[config.mk]
export PLATFORM = sky130hd
export DESIGN_NAME = dcf_fifo_flags
export DESIGN_NICKNAME = d
export VERILOG_FILES = /design/src/core/dcf_pkg.sv /design/src/core/dcf_fifo_flags.sv /design/src/core/dcf_ram.sv
export VERILOG_INCLUDE_DIRS = /design/src /design/src/core
export SDC_FILE = /design/constraint.sdc
export NUM_CORES = 1
export LEC_CHECK = 0
export BUFFER_PORTS_ARGS = -buffer_cell sky130_fd_sc_hd__buf_2
export CAP_MARGIN = 20
export CORE_MARGIN = 2
export CORE_UTILIZATION = 64
export CTS_BUF_LIST = sky130_fd_sc_hd__clkbuf_4
export DETAILED_ROUTE_END_ITERATION = 12
export GPL_ROUTABILITY_DRIVEN = 1
export PLACE_DENSITY = 0.82
export SLEW_MARGIN = 30
export SYNTH_ARGS = -nofsm -noshare
export SYNTH_HDL_FRONTEND = slang
export SYNTH_SLANG_ARGS = --single-unit
[constraint.sdc]
create_clock -name CLOCK_I -period 6.6 [get_ports CLOCK_I]
set_input_delay 1.32 -clock CLOCK_I [delete_from_list [all_inputs] [get_ports CLOCK_I]]
set_output_delay 1.32 -clock CLOCK_I [all_outputs]
set_load 0.05 [all_outputs]
[src/core/dcf_defines.svh]
// constants for the flagged fifo block: register offsets, field positions, reset values
// assumes a 32-bit apb slave on a single 200 MHz clock
`ifndef DCF_DEFINES_SVH
`define DCF_DEFINES_SVH

`define DCF_CLK_PERIOD_NS  5
`define DCF_DATA_W         9
`define DCF_OFS_W          16
`define DCF_OFS_DEFAULT    16'h0007

`define DCF_REG_EMPTY_OFS  12'h000
`define DCF_REG_FULL_OFS   12'h004
`define DCF_REG_STATUS     12'h008
`define DCF_REG_COUNT      12'h00C

`define DCF_ST_FULL_N      0
`define DCF_ST_AFULL_N     1
`define DCF_ST_AEMPTY_N    2
`define DCF_ST_EMPTY_N     3
`define DCF_ST_DUAL_WE     4
`define DCF_ST_LD_WSEL     8
`define DCF_ST_LD_RSEL     12

`endif

[src/core/dcf_pkg.sv]
// types shared by the flagged fifo block
// assumes dcf_defines.svh supplies the numeric constants
package dcf_pkg;

  typedef enum logic [1:0] {
    DCF_LD_EMPTY_LO,
    DCF_LD_EMPTY_HI,
    DCF_LD_FULL_LO,
    DCF_LD_FULL_HI
  } dcf_ldsel_t;

  typedef struct packed {
    logic full_n;
    logic afull_n;
    logic aempty_n;
    logic empty_n;
  } dcf_flags_t;

  function automatic dcf_ldsel_t dcf_ld_next(input dcf_ldsel_t sel);
    dcf_ldsel_t r;
    r = DCF_LD_EMPTY_LO;
    case (sel)
      DCF_LD_EMPTY_LO: r = DCF_LD_EMPTY_HI;
      DCF_LD_EMPTY_HI: r = DCF_LD_FULL_LO;
      DCF_LD_FULL_LO:  r = DCF_LD_FULL_HI;
      DCF_LD_FULL_HI:  r = DCF_LD_EMPTY_LO;
      default:         r = DCF_LD_EMPTY_LO;
    endcase
    return r;
  endfunction

endpackage

[src/core/dcf_fifo_flags.sv]
// fifo with full, almost-full, almost-empty and empty flags, offset load and apb access
// assumes producer, consumer and apb master all run on CLOCK_I
//
// Register access over APB and the placing of the registers are this design's own decisions.
`include "dcf_defines.svh"

module dcf_fifo_flags #(
  parameter int DEPTH = 64,
  parameter int AW    = $clog2(DEPTH)
) (
  input  wire logic        CLOCK_I,
  input  wire logic        RESET_N_I,
  input  wire logic [8:0]  DATA_I,
  input  wire logic        WRITE_ENABLE_PRIMARY_N_I,
  input  wire logic        WRITE_ENABLE_SECOND_OR_LOAD_I,
  input  wire logic        READ_ENABLE_PRIMARY_N_I,
  input  wire logic        READ_ENABLE_SECOND_N_I,
  input  wire logic        OUTPUT_ENABLE_N_I,
  output logic      [8:0]  DATA_O,
  output logic             DATA_OE_O,
  output logic             FULL_FLAG_N_O,
  output logic             ALMOST_FULL_FLAG_N_O,
  output logic             ALMOST_EMPTY_FLAG_N_O,
  output logic             EMPTY_FLAG_N_O,
  input  wire logic        PSEL_I,
  input  wire logic        PENABLE_I,
  input  wire logic        PWRITE_I,
  input  wire logic [11:0] PADDR_I,
  input  wire logic [31:0] PWDATA_I,
  output logic      [31:0] PRDATA_O,
  output logic             PREADY_O,
  output logic             PSLVERR_O
);
  import dcf_pkg::*;

  localparam int PW = AW + 1;
  localparam logic [PW-1:0] DEPTH_P = PW'(DEPTH);

  typedef struct packed {
    logic                   strap_taken;
    logic                   dual_we;
    logic [PW-1:0]          wbin;
    logic [PW-1:0]          rbin;
    logic [PW-1:0]          wgray;
    logic [PW-1:0]          rgray;
    logic [PW-1:0]          wg_s1;
    logic [PW-1:0]          wg_s2;
    logic [PW-1:0]          rg_s1;
    logic [PW-1:0]          rg_s2;
    logic [`DCF_OFS_W-1:0]  empty_ofs;
    logic [`DCF_OFS_W-1:0]  full_ofs;
    dcf_ldsel_t             ld_wsel;
    dcf_ldsel_t             ld_rsel;
    logic                   q_sel_ofs;
    logic [7:0]             q_ofs;
    dcf_flags_t             flags;
    logic [31:0]            prdata;
    logic                   pslverr;
  } dcf_state_t;

  dcf_state_t    s;
  dcf_state_t    next_s;
  logic          wr_req;
  logic          wr_fire;
  logic          ofs_write;
  logic          rd_req;
  logic          rd_fire;
  logic          ofs_read;
  logic          apb_setup;
  logic          apb_write;
  logic [PW-1:0] wcount;
  logic [PW-1:0] rcount;
  logic [8:0]    ram_rdata;

  function automatic logic [PW-1:0] bin2gray(input logic [PW-1:0] b);
    return b ^ (b >> 1);
  endfunction

  function automatic logic [PW-1:0] gray2bin(input logic [PW-1:0] g);
    logic [PW-1:0] b;
    b = g;
    for (int i = PW - 2; i >= 0; i--) begin
      b[i] = b[i+1] ^ g[i];
    end
    return b;
  endfunction

  always_comb begin
    next_s = s;
    // strap caught at first edge after reset release
    if (!s.strap_taken) begin
      next_s.strap_taken = 1'b1;
      next_s.dual_we     = WRITE_ENABLE_SECOND_OR_LOAD_I;
    end

    wr_req  = s.strap_taken & ~WRITE_ENABLE_PRIMARY_N_I & WRITE_ENABLE_SECOND_OR_LOAD_I;
    wr_fire = wr_req & s.flags.full_n;
    ofs_write = s.strap_taken & ~s.dual_we & ~WRITE_ENABLE_PRIMARY_N_I
                & ~WRITE_ENABLE_SECOND_OR_LOAD_I;
    rd_req  = s.strap_taken & ~READ_ENABLE_PRIMARY_N_I & ~READ_ENABLE_SECOND_N_I;
    ofs_read = rd_req & ~s.dual_we & ~WRITE_ENABLE_SECOND_OR_LOAD_I;
    rd_fire = rd_req & ~ofs_read & s.flags.empty_n;

    // apb offset writes, pin load below takes priority
    apb_setup = PSEL_I & ~PENABLE_I;
    apb_write = PSEL_I & PENABLE_I & PWRITE_I;
    // offsets frozen in dual enable mode
    if (apb_write && !s.dual_we && s.strap_taken) begin
      if (PADDR_I == `DCF_REG_EMPTY_OFS) begin
        next_s.empty_ofs = PWDATA_I[`DCF_OFS_W-1:0];
      end
      if (PADDR_I == `DCF_REG_FULL_OFS) begin
        next_s.full_ofs = PWDATA_I[`DCF_OFS_W-1:0];
      end
    end

    if (ofs_write) begin
      case (s.ld_wsel)
        DCF_LD_EMPTY_LO: next_s.empty_ofs[7:0]  = DATA_I[7:0];
        DCF_LD_EMPTY_HI: next_s.empty_ofs[15:8] = DATA_I[7:0];
        DCF_LD_FULL_LO:  next_s.full_ofs[7:0]   = DATA_I[7:0];
        DCF_LD_FULL_HI:  next_s.full_ofs[15:8]  = DATA_I[7:0];
        default:         next_s.empty_ofs[7:0]  = DATA_I[7:0];
      endcase
      next_s.ld_wsel = dcf_ld_next(s.ld_wsel);
    end

    // offset readback uses the same order
    if (ofs_read) begin
      case (s.ld_rsel)
        DCF_LD_EMPTY_LO: next_s.q_ofs = s.empty_ofs[7:0];
        DCF_LD_EMPTY_HI: next_s.q_ofs = s.empty_ofs[15:8];
        DCF_LD_FULL_LO:  next_s.q_ofs = s.full_ofs[7:0];
        DCF_LD_FULL_HI:  next_s.q_ofs = s.full_ofs[15:8];
        default:         next_s.q_ofs = s.empty_ofs[7:0];
      endcase
      next_s.ld_rsel   = dcf_ld_next(s.ld_rsel);
      next_s.q_sel_ofs = 1'b1;
    end else if (rd_fire) begin
      next_s.q_sel_ofs = 1'b0;
    end

    // pointer advance
    if (wr_fire) begin
      next_s.wbin = s.wbin + PW'(1);
    end
    if (rd_fire) begin
      next_s.rbin = s.rbin + PW'(1);
    end
    next_s.wgray = bin2gray(next_s.wbin);
    next_s.rgray = bin2gray(next_s.rbin);

    next_s.wg_s1 = s.wgray;
    next_s.wg_s2 = s.wg_s1;
    next_s.rg_s1 = s.rgray;
    next_s.rg_s2 = s.rg_s1;

    // write side sees reads after sync delay
    wcount = next_s.wbin - gray2bin(s.rg_s2);
    // read side sees writes after sync delay
    rcount = gray2bin(s.wg_s2) - next_s.rbin;

    next_s.flags.empty_n  = (rcount != '0);
    next_s.flags.full_n   = (wcount != DEPTH_P);
    next_s.flags.aempty_n = (32'(rcount) > 32'(s.empty_ofs));
    // almost-full at depth minus m or more
    next_s.flags.afull_n  = ((32'(wcount) + 32'(s.full_ofs)) < 32'(DEPTH));

    // apb read data and error captured in the setup cycle
    if (apb_setup) begin
      next_s.pslverr = 1'b0;
      next_s.prdata  = '0;
      case (PADDR_I)
        `DCF_REG_EMPTY_OFS: next_s.prdata[`DCF_OFS_W-1:0] = s.empty_ofs;
        `DCF_REG_FULL_OFS:  next_s.prdata[`DCF_OFS_W-1:0] = s.full_ofs;
        `DCF_REG_STATUS: begin
          next_s.prdata[`DCF_ST_FULL_N]   = s.flags.full_n;
          next_s.prdata[`DCF_ST_AFULL_N]  = s.flags.afull_n;
          next_s.prdata[`DCF_ST_AEMPTY_N] = s.flags.aempty_n;
          next_s.prdata[`DCF_ST_EMPTY_N]  = s.flags.empty_n;
          next_s.prdata[`DCF_ST_DUAL_WE]  = s.dual_we;
          next_s.prdata[`DCF_ST_LD_WSEL +: 2] = s.ld_wsel;
          next_s.prdata[`DCF_ST_LD_RSEL +: 2] = s.ld_rsel;
        end
        `DCF_REG_COUNT: begin
          next_s.prdata[15:0]  = 16'(wcount);
          next_s.prdata[31:16] = 16'(rcount);
        end
        default: next_s.pslverr = 1'b1;
      endcase
    end
  end

  // plain async reset, clock may keep running
  always_ff @(posedge CLOCK_I or negedge RESET_N_I) begin
    if (!RESET_N_I) begin
      s.strap_taken <= 1'b0;
      s.dual_we     <= 1'b0;
      s.wbin        <= '0;
      s.rbin        <= '0;
      s.wgray       <= '0;
      s.rgray       <= '0;
      s.wg_s1       <= '0;
      s.wg_s2       <= '0;
      s.rg_s1       <= '0;
      s.rg_s2       <= '0;
      s.empty_ofs   <= `DCF_OFS_DEFAULT;
      s.full_ofs    <= `DCF_OFS_DEFAULT;
      s.ld_wsel     <= DCF_LD_EMPTY_LO;
      s.ld_rsel     <= DCF_LD_EMPTY_LO;
      s.q_sel_ofs   <= 1'b0;
      s.q_ofs       <= 8'h00;
      s.flags       <= '{full_n: 1'b1, afull_n: 1'b1, aempty_n: 1'b0, empty_n: 1'b0};
      s.prdata      <= 32'h0000_0000;
      s.pslverr     <= 1'b0;
    end else begin
      s <= next_s;
    end
  end

  // first word lands in output register on the first accepted read
  dcf_ram #(
    .WIDTH (`DCF_DATA_W),
    .DEPTH (DEPTH),
    .AW    (AW)
  ) u_ram (
    .clk_i     (CLOCK_I),
    .rst_n_i   (RESET_N_I),
    .wr_en_i   (wr_fire),
    .wr_addr_i (s.wbin[AW-1:0]),
    .wr_data_i (DATA_I),
    .rd_en_i   (rd_fire),
    .rd_addr_i (s.rbin[AW-1:0]),
    .rd_data_o (ram_rdata)
  );

  // output enable drives the data pins, follows OUTPUT_ENABLE_N_I directly with no reset
  assign DATA_OE_O = ~OUTPUT_ENABLE_N_I;
  assign DATA_O    = s.q_sel_ofs ? {1'b0, s.q_ofs} : ram_rdata;

  assign FULL_FLAG_N_O         = s.flags.full_n;
  assign ALMOST_FULL_FLAG_N_O  = s.flags.afull_n;
  assign ALMOST_EMPTY_FLAG_N_O = s.flags.aempty_n;
  assign EMPTY_FLAG_N_O        = s.flags.empty_n;

  assign PRDATA_O  = s.prdata;
  assign PREADY_O  = 1'b1;
  assign PSLVERR_O = s.pslverr & PSEL_I & PENABLE_I;

endmodule

[src/core/dcf_ram.sv]
// storage array of the fifo with a registered read port
// assumes write and read addresses come from the fifo pointers on the same clock
module dcf_ram #(
  parameter int WIDTH = 9,
  parameter int DEPTH = 64,
  parameter int AW    = 6
) (
  input  wire logic             clk_i,
  input  wire logic             rst_n_i,
  input  wire logic             wr_en_i,
  input  wire logic [AW-1:0]    wr_addr_i,
  input  wire logic [WIDTH-1:0] wr_data_i,
  input  wire logic             rd_en_i,
  input  wire logic [AW-1:0]    rd_addr_i,
  output logic      [WIDTH-1:0] rd_data_o
);

  logic [WIDTH-1:0] mem [DEPTH];

  // array write, no reset on storage
  always_ff @(posedge clk_i) begin
    if (wr_en_i) begin
      mem[wr_addr_i] <= wr_data_i;
    end
  end

  // output register holds its word until the next read
  always_ff @(posedge clk_i or negedge rst_n_i) begin
    if (!rst_n_i) begin
      rd_data_o <= '0;
    end else if (rd_en_i) begin
      rd_data_o <= mem[rd_addr_i];
    end
  end

endmodule

==> out/metrics.csv <==
metric;value;unit
I/O Buffers;84;
number of global-route vias before repair;17100;
post-CTS sizing;0;
dominant cell type by area after synthesis;edfxtp_1;
Finished Cell Area;32600;um2
metal3 WL;6230;um
final hold slack;0.291;ns
status;finished clean;
min setup slack post-route;1.34;ns
ANT nets after route;0;
Clock Pin Slew Worst Setup and Hold Paths;0.06;ns
Initial Util;65.3;%
Leak;11.7;nW
CTS Buffer Depth;3;
GPL Wtd Cong;0.900;
Hold Crit Start;next_s[86];
routed wire length;66000;um
uppermost routed layer;met4;
CTS sink cnt;714;
Fin Clk Skew;0.0665;ns
FILL cells;2706;
Power Density;421;nW/um2
post-place setup slack;0.716;ns
post-layout util;71.6;%
Critical Path AT;6.15;ns
Worst Setup SP;s[88];
total power;13.7;mW
most frequent CP cell;xor2_2;
Cell Chain, Critical Path;xnor2_2 -> xor2_2 -> xor2_2 -> xor2_2 -> xor2_2 -> xnor2_1 -> ha_1 -> fa_1 -> nor2b_1 -> o31a_1 -> o21ai_0 -> nand2b_1 -> xnor2_1 -> ha_1 -> nand4_1 -> a21oi_1 -> a2111oi_2 -> nor2_1 -> or4_1 -> a2111oi_2;
Total Nets Final;2046;
Final Hold Fails;0;
Max-Slew Margin vs Limit;32.4;%
Fin Setup TNS;0;ns
RSZ-0062 raised after global routing;no;
Via Count;16900;
# H-tree levels;4;
Post-synth ARST share;19.3;%
FF-to-FF Start;s[88];
HPWL Detailed;39500;um
MaxCap Viol Count;0;
Mapped Cells;1787;
final cell count without fillers;2674;
initial antenna violation count;2;
Synth Warn #;0;
top cells by area, synth;edfxtp_1 58%, dfrtp_1 11%, mux4_2 8.3%;
grt total ovfl;0;
Clock Latency Late Sink;1.01;ns
Mean Syn Cell Area;16.6;um2
share of the synthesized area in the top cell type;58.2;%
flops & latches, synth;714;
max-slew violations;0;
largest net degree at the start of global routing;99;
DR WL/cell;24.7;um
Total Routing Usage GR;28.5;%
chip height;220;um
Top FF cell, synth;edfxtp_1;
critical path's slowest cell;a2111oi_2;
I/O pin total;111;
post-place instance area;30300;um2
fmax;190;MHz
DR WL met2;32100;um
final critical-path required period;5.26;ns
Row Count;78;
min-delay worst type;flip-flop to flip-flop;
Setup violations, final;0;
Num CTS Buffers;172;
first-pass GRT wire length;100000;um
M1 WL;25400;um
CP Capture Type;flip-flop;
core outline area;45600;um2
post-synthesis sequential area ratio;69.8;%
CTS root buf;clkbuf_4;
Post-synth EDFFs;576;
Die X;220;um
final critical-path share of the clock period;79.7;%
Cell Area, Synth;29700;um2
post-DR vias/cell;6.32;
startpoint types;flip-flop;
# hold bufs at CTS;0;
1st-pass router iterations;6;
share of cells above drive strength 1;25.7;%
CTS tree;done;
slowest stage delay, CP;0.48;ns
Area Growth Syn to Fin;9.70;%
Initial DRC Count;2021;
die area;48200;um2
Crit path max-delay family;XOR/XNOR gates;
kind of critical path;flip-flop to flip-flop;
# DRC;0;
Yosys cell types;68;
Cells after DPL;2371;
VDD IR max;0.000408;V
Slew @ Worst Pin;1.01;ns
Buf+Inv Stages, Crit Path;0;
Critical Path RT;7.49;ns
CP Max Fanout;4;
Post CTS Setup Buffer Count;0;
## state kept, by name (all words and copies together), names as in the netlist, 9 cells and up
| name | cells |
|---|---|
| next_s | 26 |
| s | 76 |
| PRDATA_O | 23 |
| u_ram.mem | 576 |
| u_ram.rd_data_o | 9 |
## area by class of cell
class                           instances  area [um2]  share of cell area [%]
Sequential cell                       714       20800                    63.7
Multi-Input combinational cell        913        8070                    24.7
Clock buffer                          256        1920                    5.89
Tap cell                              600         751                    2.30
Timing Repair Buffer                  101         587                    1.80
Clock inverter                         44         358                    1.10
Inverter                               43         161                   0.495
Antenna cell                            3        7.51                  0.0230
## metal layers
metal | track usage [%] | up-vias
met5 | 0 | -
li1 | - | 7291
met2 | 44.1 | 934
met3 | 7.76 | 160
met4 | 12.9 | 0
met1 | 38.4 | 8507
## layout by cell type, fill, tap and decap left out, drive strengths merged, types with 45 or more instances in the layout
master / Yosys / routed
edfxtp: 576 / 576
nand2: 83 / 83
clkbuf: 42 / 256
a21oi: 50 / 50
buf: 84 / 101
inv: 43 / 45
mux2i: 146 / 146
mux4: 110 / 110
nor2: 140 / 140
dfrtp: 130 / 130
## power breakdown
part | switching [mW] | internal [mW]
logic | 2.50 | 1.85
registers | 0.469 | 5.19
clock network | 1.73 | 2.01
## logic make-up after synthesis
family / Yosys count / share of synthesized area (%)
adders and majority gates: 38 / 1.65
DFF: 714 / 69.8
xor gates and xnor gates: 47 / 1.57
muxes: 266 / 13.6
buffers and inverters: 169 / 3.21
other: 2 / 0.0253
AOI/OAI and AO/OA: 212 / 4.72
and+or+nand+nor: 339 / 5.40
## worst paths after layout
path,endpoint,slack (ns),cells past startpoint
worst max-delay path,ALMOST_FULL_FLAG_N_O,1.34,20
worst min-delay path,s[86],0.29,0
worst max register to register,ALMOST_FULL_FLAG_N_O,1.34,20
worst min register to register,s[86],0.29,0
max in group asynchronous,s[126],4.86,2
min in group asynchronous,PRDATA_O[13],0.35,1
## synthesized netlist by cell type (6+ instances only)
library cell,n
edfxtp_1,576
mux2i_1,146
nor2_1,140
dfrtp_1,130
mux4_2,110
nand2_1,83
a21oi_1,50
inv_1,43
buf_4,42
clkbuf_1,42
ha_1,36
o22ai_1,36
o21ai_0,27
xnor2_1,26
nor2b_1,24
buf_2,19
nor3_1,18
o21ai_1,16
nand3_1,15
xor2_1,15
buf_6,14
a211oi_1,12
a22o_1,12
a22oi_1,11
nor4_1,11
mux2_2,10
a2111oi_1,8
a222oi_1,8
dfstp_2,8
o221ai_1,8
buf_1,7
o31ai_1,7
nand4_1,6
No activity file was read; power rests on OpenSTA's default activity.
